<file path="config.mk">
export PLATFORM = sky130hd
export DESIGN_NAME = bloc_config_loader
export DESIGN_NICKNAME = d
export VERILOG_FILES = /design/src/core/bloc_pkg.sv /design/src/core/bloc_config_loader.sv
export SDC_FILE = /design/constraint.sdc
export NUM_CORES = 1
export LEC_CHECK = 0
export BUFFER_PORTS_ARGS = -buffer_cell sky130_fd_sc_hd__buf_2
export CAP_MARGIN = 20
export CORE_ASPECT_RATIO = 1.2
export CORE_MARGIN = 2
export CORE_UTILIZATION = 35
export CTS_CLUSTER_DIAMETER = 40
export CTS_CLUSTER_SIZE = 28
export DETAILED_ROUTE_END_ITERATION = 10
export PLACE_DENSITY = 0.64
export SETUP_SLACK_MARGIN = 0.3
export SKIP_LAST_GASP = 1
export SLEW_MARGIN = 15
export SYNTH_ARGS = -nofsm -noshare
export SYNTH_HDL_FRONTEND = slang
export SYNTH_SLANG_ARGS = --single-unit
</file>
<file path="constraint.sdc">
create_clock -name pclk -period 5.4 [get_ports pclk]
set_input_delay 0.54 -clock pclk [delete_from_list [all_inputs] [get_ports pclk]]
set_output_delay 0.54 -clock pclk [all_outputs]
set_load 0.005 [all_outputs]
</file>
<file path="src/core/bloc_pkg.sv">
package bloc_pkg;

    localparam logic [11:0] BLOC_OFF_BOOT_LIMIT = 12'h000;
    localparam logic [11:0] BLOC_OFF_SIGNATURE = 12'h004;
    localparam logic [11:0] BLOC_OFF_OSC_SELECT = 12'h008;
    localparam logic [11:0] BLOC_OFF_CONTROL = 12'h00c;
    localparam logic [11:0] BLOC_OFF_STATUS = 12'h010;

    localparam int BLOC_WORD_W = 24;
    localparam int BLOC_LIMIT_W = 13;

    localparam logic [23:0] BLOC_BOOT_LIMIT_ONES = 24'hff_e000;
    localparam logic [23:0] BLOC_SIGNATURE_READ = 24'hff_7fff;
    localparam logic [23:0] BLOC_SIGNATURE_RSVD = 24'h00_8000;
    localparam logic [23:0] BLOC_OSC_ONES = 24'hff_fc00;
    localparam logic [23:0] BLOC_OSC_RSVD = 24'h00_0300;
    localparam logic [12:0] BLOC_LIMIT_ERASED = 13'h1fff;
    localparam logic [23:0] BLOC_WORD_ERASED = 24'hff_ffff;

    localparam int BLOC_TWO_SPEED_BIT = 7;
    localparam int BLOC_MULT_LSB = 3;
    localparam int BLOC_OSC_LSB = 0;

    localparam logic [31:0] BLOC_CTRL_LOAD = 32'h0000_0001;

    typedef enum logic [3:0] {
        BLOC_MULT_OFF = 4'b1111,
        BLOC_MULT_X8 = 4'b1110,
        BLOC_MULT_X6 = 4'b1101,
        BLOC_MULT_96_FROM_24 = 4'b0101,
        BLOC_MULT_96_FROM_20 = 4'b0100,
        BLOC_MULT_96_FROM_16 = 4'b0011,
        BLOC_MULT_96_FROM_4 = 4'b0001
    } bloc_mult_t;

    typedef enum logic [2:0] {
        BLOC_OSC_FAST_RC = 3'b000,
        BLOC_OSC_FAST_RC_MULT = 3'b001,
        BLOC_OSC_PRIMARY = 3'b010,
        BLOC_OSC_PRIMARY_MULT = 3'b011,
        BLOC_OSC_SECONDARY = 3'b100,
        BLOC_OSC_LOW_POWER_RC = 3'b101,
        BLOC_OSC_RESERVED = 3'b110,
        BLOC_OSC_DIVIDED = 3'b111
    } bloc_osc_t;

    typedef struct packed {
        logic [12:0] boot_limit_page;
        logic boot_segment_empty;
        logic two_speed_startup_en;
        logic [2:0] start_osc;
        logic [2:0] target_osc;
        logic multiplier_en;
        logic [3:0] mult_factor;
        logic [3:0] mult_input_mhz_div4;
        logic mult_code_unknown;
        logic osc_code_reserved;
    } bloc_clock_cfg_t;

    typedef enum logic [1:0] {
        BLOC_ST_ERASED = 2'b00,
        BLOC_ST_LOADED = 2'b01
    } bloc_state_t;

endpackage

</file>
<file path="src/core/bloc_config_loader.sv">
// The placing of the registers and register access over APB are this design's own decisions.
`timescale 1ns/100ps
// Notes on behaviour
// - Limit field names first general segment page
// - Limit page is the inverted stored field
// - All-ones limit means empty boot segment
// - Limit word bits 23-13 read one
// - Signature bit 15 kept zero, rest one
// - Fields readable, program once, erased ones
// - Two-speed: start fast RC, then switch
// - No two-speed: start on selected source
// - Multiplier code 1111 disables multiplier
// - Codes 1110 eight-times, 1101 six-times
// - Codes 0101/0100: 96 MHz from 24/20
// - Codes 0011/0001: 96 MHz from 16/4
// - Source 111 divided, 110 reserved
// - Source 101 low-power RC, 100 secondary
// - Source 011 primary multiplied, 010 primary
// - Source 001 fast RC multiplied, 000 direct
module bloc_config_loader (
    input wire logic pclk,
    input wire logic presetn,
    input wire logic psel,
    input wire logic penable,
    input wire logic pwrite,
    input wire logic [11:0] paddr,
    input wire logic [31:0] pwdata,
    output logic [31:0] prdata,
    output logic pready,
    output logic pslverr,
    input wire logic osc_ready,
    output bloc_pkg::bloc_clock_cfg_t clock_cfg,
    output logic [2:0] active_osc
);
    import bloc_pkg::*;

    bloc_state_t state_q, state_d;
    logic [23:0] limit_word_q, limit_word_d;
    logic [23:0] sig_word_q, sig_word_d;
    logic [23:0] osc_word_q, osc_word_d;
    logic [12:0] limit_prog_q, limit_prog_d;
    logic [23:0] osc_prog_q, osc_prog_d;
    logic sig_prog_q, sig_prog_d;
    logic [31:0] prdata_q, prdata_d;
    logic pready_q, pready_d;
    logic pslverr_q, pslverr_d;
    bloc_clock_cfg_t cfg_q, cfg_d;
    logic [2:0] active_q, active_d;
    logic switched_q, switched_d;

    function automatic logic [31:0] bloc_extend(input logic [23:0] w);
        return {8'h00, w};
    endfunction

    // Program-once cells only lose ones, so a write is an AND
    function automatic logic [23:0] bloc_program(input logic [23:0] old, input logic [23:0] wr);
        return old & wr;
    endfunction

    logic access;
    assign access = psel && penable && !pready_q;

    // Only a control write with the load bit set re-latches and restarts start-up
    logic load_req;
    assign load_req = access && pwrite && paddr == BLOC_OFF_CONTROL
        && (pwdata & BLOC_CTRL_LOAD) != 32'h0000_0000;

    // Shadow words, programmed once through the bus
    always_comb begin
        state_d = state_q;
        limit_word_d = limit_word_q;
        sig_word_d = sig_word_q;
        osc_word_d = osc_word_q;
        limit_prog_d = limit_prog_q;
        osc_prog_d = osc_prog_q;
        sig_prog_d = sig_prog_q;
        prdata_d = prdata_q;
        pready_d = 1'b0;
        pslverr_d = 1'b0;
        if (access) begin
            pready_d = 1'b1;
            prdata_d = 32'h0000_0000;
            unique case (paddr)
                BLOC_OFF_BOOT_LIMIT: begin
                    if (pwrite) begin
                        if (!limit_prog_q[0]) begin
                            // Upper bits stay forced to one
                            limit_word_d = bloc_program(limit_word_q, pwdata[23:0])
                                | BLOC_BOOT_LIMIT_ONES;
                            limit_prog_d = {BLOC_LIMIT_W{1'b1}};
                        end else begin
                            pslverr_d = 1'b1;
                        end
                    end else begin
                        prdata_d = bloc_extend(limit_word_q | BLOC_BOOT_LIMIT_ONES);
                    end
                end
                BLOC_OFF_SIGNATURE: begin
                    if (pwrite) begin
                        if (!sig_prog_q) begin
                            sig_word_d = (bloc_program(sig_word_q, pwdata[23:0])
                                & BLOC_SIGNATURE_RSVD) | BLOC_SIGNATURE_READ;
                            sig_prog_d = 1'b1;
                        end else begin
                            pslverr_d = 1'b1;
                        end
                    end else begin
                        prdata_d = bloc_extend(sig_word_q | BLOC_SIGNATURE_READ);
                    end
                end
                BLOC_OFF_OSC_SELECT: begin
                    if (pwrite) begin
                        if (!osc_prog_q[0]) begin
                            osc_word_d = bloc_program(osc_word_q, pwdata[23:0])
                                | BLOC_OSC_ONES;
                            osc_prog_d = BLOC_WORD_ERASED;
                        end else begin
                            pslverr_d = 1'b1;
                        end
                    end else begin
                        prdata_d = bloc_extend(osc_word_q | BLOC_OSC_ONES);
                    end
                end
                BLOC_OFF_CONTROL: begin
                    // Load acts like a device reset re-reading the words
                    if (pwrite && (pwdata & BLOC_CTRL_LOAD) != 32'h0000_0000) begin
                        state_d = BLOC_ST_LOADED;
                    end
                end
                BLOC_OFF_STATUS: begin
                    if (!pwrite) begin
                        prdata_d = {24'h00_0000, cfg_q.osc_code_reserved,
                            cfg_q.mult_code_unknown, switched_q, active_q,
                            (osc_word_q & BLOC_OSC_RSVD) != 24'h00_0000,
                            state_q == BLOC_ST_LOADED};
                    end
                end
                default: pslverr_d = 1'b1;
            endcase
        end
    end

    // Decode of the latched words; updated only at reset or load
    always_comb begin
        logic [3:0] mc;
        logic [2:0] oc;
        mc = osc_word_q[BLOC_MULT_LSB +: 4];
        oc = osc_word_q[BLOC_OSC_LSB +: 3];
        cfg_d = cfg_q;
        if (load_req) begin
            cfg_d.boot_limit_page = ~limit_word_q[BLOC_LIMIT_W-1:0];
            cfg_d.boot_segment_empty =
                limit_word_q[BLOC_LIMIT_W-1:0] == BLOC_LIMIT_ERASED;
            cfg_d.two_speed_startup_en = osc_word_q[BLOC_TWO_SPEED_BIT];
            cfg_d.target_osc = oc;
            cfg_d.start_osc = osc_word_q[BLOC_TWO_SPEED_BIT] ? BLOC_OSC_FAST_RC : oc;
            cfg_d.osc_code_reserved = oc == BLOC_OSC_RESERVED;
            cfg_d.multiplier_en = 1'b1;
            cfg_d.mult_code_unknown = 1'b0;
            cfg_d.mult_factor = 4'h0;
            cfg_d.mult_input_mhz_div4 = 4'h0;
            unique case (mc)
                BLOC_MULT_OFF: cfg_d.multiplier_en = 1'b0;
                BLOC_MULT_X8: cfg_d.mult_factor = 4'h8;
                BLOC_MULT_X6: cfg_d.mult_factor = 4'h6;
                BLOC_MULT_96_FROM_24: cfg_d.mult_input_mhz_div4 = 4'h6;
                BLOC_MULT_96_FROM_20: cfg_d.mult_input_mhz_div4 = 4'h5;
                BLOC_MULT_96_FROM_16: cfg_d.mult_input_mhz_div4 = 4'h4;
                BLOC_MULT_96_FROM_4: cfg_d.mult_input_mhz_div4 = 4'h1;
                // Codes with unclear meaning are passed on flagged
                default: cfg_d.mult_code_unknown = 1'b1;
            endcase
        end
    end

    // Start-up source; two-speed hands over once the target is ready
    always_comb begin
        active_d = active_q;
        switched_d = switched_q;
        if (load_req) begin
            active_d = cfg_d.start_osc;
            switched_d = !cfg_d.two_speed_startup_en;
        end else if (!switched_q && osc_ready) begin
            active_d = cfg_q.target_osc;
            switched_d = 1'b1;
        end
    end

    // Reset values equal the erased cells, decoded
    always_ff @(posedge pclk or negedge presetn) begin
        if (!presetn) begin
            state_q <= BLOC_ST_ERASED;
            limit_word_q <= BLOC_WORD_ERASED;
            sig_word_q <= BLOC_SIGNATURE_READ;
            osc_word_q <= BLOC_WORD_ERASED;
            limit_prog_q <= 13'h0000;
            osc_prog_q <= 24'h00_0000;
            sig_prog_q <= 1'b0;
            prdata_q <= 32'h0000_0000;
            pready_q <= 1'b0;
            pslverr_q <= 1'b0;
            cfg_q <= '{boot_limit_page: 13'h0000, boot_segment_empty: 1'b1,
                two_speed_startup_en: 1'b1, start_osc: BLOC_OSC_FAST_RC,
                target_osc: BLOC_OSC_DIVIDED, multiplier_en: 1'b0,
                mult_factor: 4'h0, mult_input_mhz_div4: 4'h0,
                mult_code_unknown: 1'b0, osc_code_reserved: 1'b0};
            active_q <= BLOC_OSC_FAST_RC;
            switched_q <= 1'b0;
        end else begin
            state_q <= state_d;
            limit_word_q <= limit_word_d;
            sig_word_q <= sig_word_d;
            osc_word_q <= osc_word_d;
            limit_prog_q <= limit_prog_d;
            osc_prog_q <= osc_prog_d;
            sig_prog_q <= sig_prog_d;
            prdata_q <= prdata_d;
            pready_q <= pready_d;
            pslverr_q <= pslverr_d;
            cfg_q <= cfg_d;
            active_q <= active_d;
            switched_q <= switched_d;
        end
    end

    assign prdata = prdata_q;
    assign pready = pready_q;
    assign pslverr = pslverr_q;
    assign clock_cfg = cfg_q;
    assign active_osc = active_q;

endmodule

</file>
* Word level (Yosys, flattened, before mapping)
Cells that the tools add are included.
Word-level totals: output and inout bits 69, input port bits 50, register bits after elaboration 98
Cells by class: bitwise logic cells 7, eq/ne operators 13, multiplexer cells 24, reduce and logical (&&, ||, !) cells 22
Operators by type and width (count):
- 24-bit case mux with 4 select lines | 1
- 24-bit two-way mux | 3
- 12-bit by 4-bit equality test with 1-bit output, second input constant | 2
- 24-bit nonzero test | 1
- 18-bit two-way mux | 1
- 16-bit bitwise AND | 1
- 13-bit bitwise AND | 1
- 13-bit equality test, second input constant | 1
- 13-bit NOT | 1
- 12-bit by 3-bit equality test with 1-bit output, second input constant | 1
- 12-bit by 5-bit equality test with 1-bit output, second input constant | 1
- 4-bit equality test, second input constant | 3
- 12-bit zero test | 1
- 1-bit two-way mux | 12
- 3-bit case mux with 4 select lines | 1
- 3-bit AND reduction | 4
- 4-bit AND reduction | 3
- 10-bit bitwise AND | 1
- 3-bit two-way mux | 3
- 4-bit by 3-bit equality test with 1-bit output, second input constant | 2
- 8-bit two-way mux | 1
- 4-bit case mux with 2 select lines | 1
- 1-bit logical AND | 7
- 7-bit OR reduction | 1
- 8 further kinds | 12

* Longest topological paths before layout
depth after elaboration 8, gate-level depth with buffers 8

* Worst setup path after synthesis
Ideal clock, no wire load.
kind input port to flip-flop, start in paddr[1], end reg cfg_q, in the netlist clock_cfg[0], cell stages on the path 6, setup slack 3207 ps, buffers on the path 2, setup time 125 ps, arrival time 2068 ps, path through or4_4 > nor3_2 > and4_1 > buf_4 > buf_12 > mux2_4
Between the ends: cells in the longest elaborated chain, start to end 3
Ends and longest elaborated chain:
- from (decl) | RTL line bloc_config_loader.sv:26 | input wire logic [11:0] paddr,
- 12-bit by 4-bit equality test with 1-bit output | RTL line bloc_config_loader.sv:65 | assign load_req = access && pwrite && paddr == BLOC_OFF_CONTROL
- 1-bit logical AND | RTL line bloc_config_loader.sv:65
- 1-bit logical AND | RTL line bloc_config_loader.sv:66 | && (pwdata & BLOC_CTRL_LOAD) != 32'h0000_0000;
- to (signal assigned) | RTL line bloc_config_loader.sv:202 | cfg_q <= '{boot_limit_page: 13'h0000, boot_segment_empty: 1'b1,
- to (signal assigned) | RTL line bloc_config_loader.sv:220 | cfg_q <= cfg_d;
- to (decl) | RTL line bloc_config_loader.sv:47 | bloc_clock_cfg_t cfg_q, cfg_d;
Every way passes these cells. A chain may end at the register's enable or synchronous reset.

* Worst setup path after layout
start in paddr[1], end reg cfg_q, in the netlist clock_cfg[12]
The elaborated chain is that of the path after synthesis.

==> reports/metrics.cfg <==
[run_status]
status=finished, final reports clean

[floorplanning]
rows=41
core_um2=10500
pin_count=119
die_area_um2=11500
fp.dieH_um=117
initial_utilization=0.356
die_w_um=98.2

[yosys]
synth-seq-cells=78
synth_edf_count=0
synth-xor-area-share=0.00235
ys_warn_count=0
ys_types=48
synth_seq_area_share=0.533
synthAdderAreaFrac=0
synth_simple_gate_area_frac=0.103
muxShareOfSynthArea=0.131
synthCells=318
syn_area_per_cell_um2=11.7
synth_top_family_by_area=compound AO/OA/AOI/OAI gates
async_flop_share=1.00
syn_area_um2=3730
synthFlopType=dfrtp_1
synth_compound_area_frac=0.139

[routing]
drtAntennaViolNets=0
post_drt_wl_per_cell_um=17.1
drt_iter0_markers=154
wirelength_um=8990
drc=0
vias=2671
drt_first_pass_iters=4
vias_per_cell=5.08

[setup_path]
worstPathCellList=buf_2 -> or4_4 -> nor3_2 -> and4_2 -> buf_12 -> mux2_2
end_kind=flip-flop
critPathKind=in -> reg
r2r_slack_ns=2.54
worst_path_max_delay_cell=nor3_2
r2r.worst_path.cells=4
cp.depth=6
r2r_start=pready
reg2reg_to=limit_word_q[4]
critPathTopFamily=simple AND/OR/NAND/NOR gates
arrival_ns=3.18
path_buf_inv=2
required_ns=5.66
crit_path_max_fanout=25
start_kind=input pin
max_stage_delay_ns=0.68

[layout]
final_cell_count_no_fill=526
regArea_um2=1990
fillCellCount=1022
final_nets=442
multi_input_area_um2=1440
diodes=0
final_cell_mix=buf_2, dfrtp_1, dfstp_2
mostFrequentLayoutCell=buf_2
drive_above_1_share=0.403
syn_to_final_growth_pct=18.0

[hold_path]
hold_path.class=in -> async

[timing]
clock_skew_ns=0.00662
whs_ns=0.370
setup_viol=0
post-route-period-util=0.542
worstMarginPinSlew_ns=0.978
relSlewSlack=0.348
maxSlewViolCount=0
timing.final.crit_period_ns=2.93
finalHoldViolations=0
max_freq_mhz=342
rsz0062_at_grt=no
tns_ns=0

[global_routing]
antenna_found_initial=0
grt_overflow=0
grt_max_degree=79
grtUsageTotal=0.157
grt_pass1_vias=2550
grt_pass1_wl_um=14000

[cts]
clockBufferDepth=2
cts_resized=0
cts_buffers=9
cts_htree_levels=3
postCtsSetupRepairBufs=0
cts_tree=done
clk_pin_slew_worst_paths_ns=0.06
clkSinkCount=78
clockRootBuffer=clkbuf_16
cts_hold_buf=0
clock_latency_ns=0.33

[power]
ir_worst_vdd_v=0.000134
powerDensity_nw_per_um2=267
leakage_nw=2.09

[placed_design]
gp_congestion=0.842
io_buffers=90
place_inst=509
hpwl_um=6260

[run]
cap_violations=0

where the power goes:
group	switching [mW]	leakage, nW	total, mW	internal [mW]
Clock	0.222	0.125	0.533	0.311
Sequential	0.000817	0.896	0.588	0.588
Combinational	0.0361	1.07	0.0526	0.0164
Total	0.259	2.09	1.17	0.915
cell type report:
type	instances	area share
repair buffers	91	0.108
flip-flops and latches	78	0.452
clock inverters	2	0.00228
clock buffers	14	0.0555
multi-input cells	190	0.327
inverters	22	0.0188
well taps	129	0.0367
synthesized netlist by cell type, drive strengths merged, types with 2 or more instances:
library cell	count	area (um2)
dfrtp	50	1250
and3	2	12.5
o221ai	2	17.5
a41oi	2	17.5
a22oi	7	52.6
o2111ai	2	17.5
clkbuf	10	37.5
nand3b	2	18.8
a21o	7	52.6
nor3	5	30.0
a32oi	5	43.8
inv	22	82.6
nor2	7	26.3
nand2	18	67.6
o21ai	14	70.1
buf	27	215
mux2i	23	230
nand4bb	2	22.5
nor4	4	46.3
o21a	23	173
nand3	5	25.0
dfstp	28	736
nand4	3	18.8
a21oi	5	25.0
nor2b	3	18.8
a31o	2	17.5
nand2b	6	37.5
mux2	20	259
worst max-delay path by stage:
stage | startpoint | to | slack, ns
5_1_grt | pready | limit_word_q[8] | 2.25
6_report | paddr[1] | clock_cfg[12] | 2.47
3_5_place_dp | paddr[1] | clock_cfg[8] | 1.82
2_1_floorplan | paddr[1] | clock_cfg[0] | 3.21
4_1_cts | paddr[1] | clock_cfg[8] | 2.16
3_3_place_gp | paddr[1] | clock_cfg[8] | 1.86
through the flow:
stage	setup WS [ns]	utilization	cell area, um2	total power, mW
final	2.47	0.420	4400	1.17
after global routing	2.25	0.420	4400	1.22
after CTS	2.16	0.418	4380	1.18
after detailed placement	1.82	0.394	4120	0.651
after global placement	1.86	0.394	4120	0.650
after floorplan	3.21	-	3760	0.623
sequential cells by signal, summed over array words and instances, names as in the netlist:
name	flops
osc_word_q	10
limit_word_q	13
switched_q	1
sig_prog_q	1
state_q	1
active_osc	3
limit_prog_q	1
prdata	15
clock_cfg	29
pready	1
osc_prog_q	1
pslverr	1
sig_word_q	1
cells by family (layout without fill, tap and decap cells):
logic type	Yosys count	after routing
DFF	78	78
and+or+nand+nor	63	63
buffers and inverters	59	129
muxes	43	43
xor gates and xnor gates	1	1
other	1	10
AOI/OAI and AO/OA	73	73
metal layers:
| layer | vias to the layer above | part of all wire | track usage |
|---|---|---|---|
| met3 | 13 | 0.061 | 0.0374 |
| met4 | 0 | 0.015 | 0.0658 |
| met5 | - | 0 | 0 |
| met2 | 96 | 0.49 | 0.257 |
| met1 | 1316 | 0.43 | 0.204 |
| li1 | 1246 | - | - |
(Power assumes the default switching activity.)
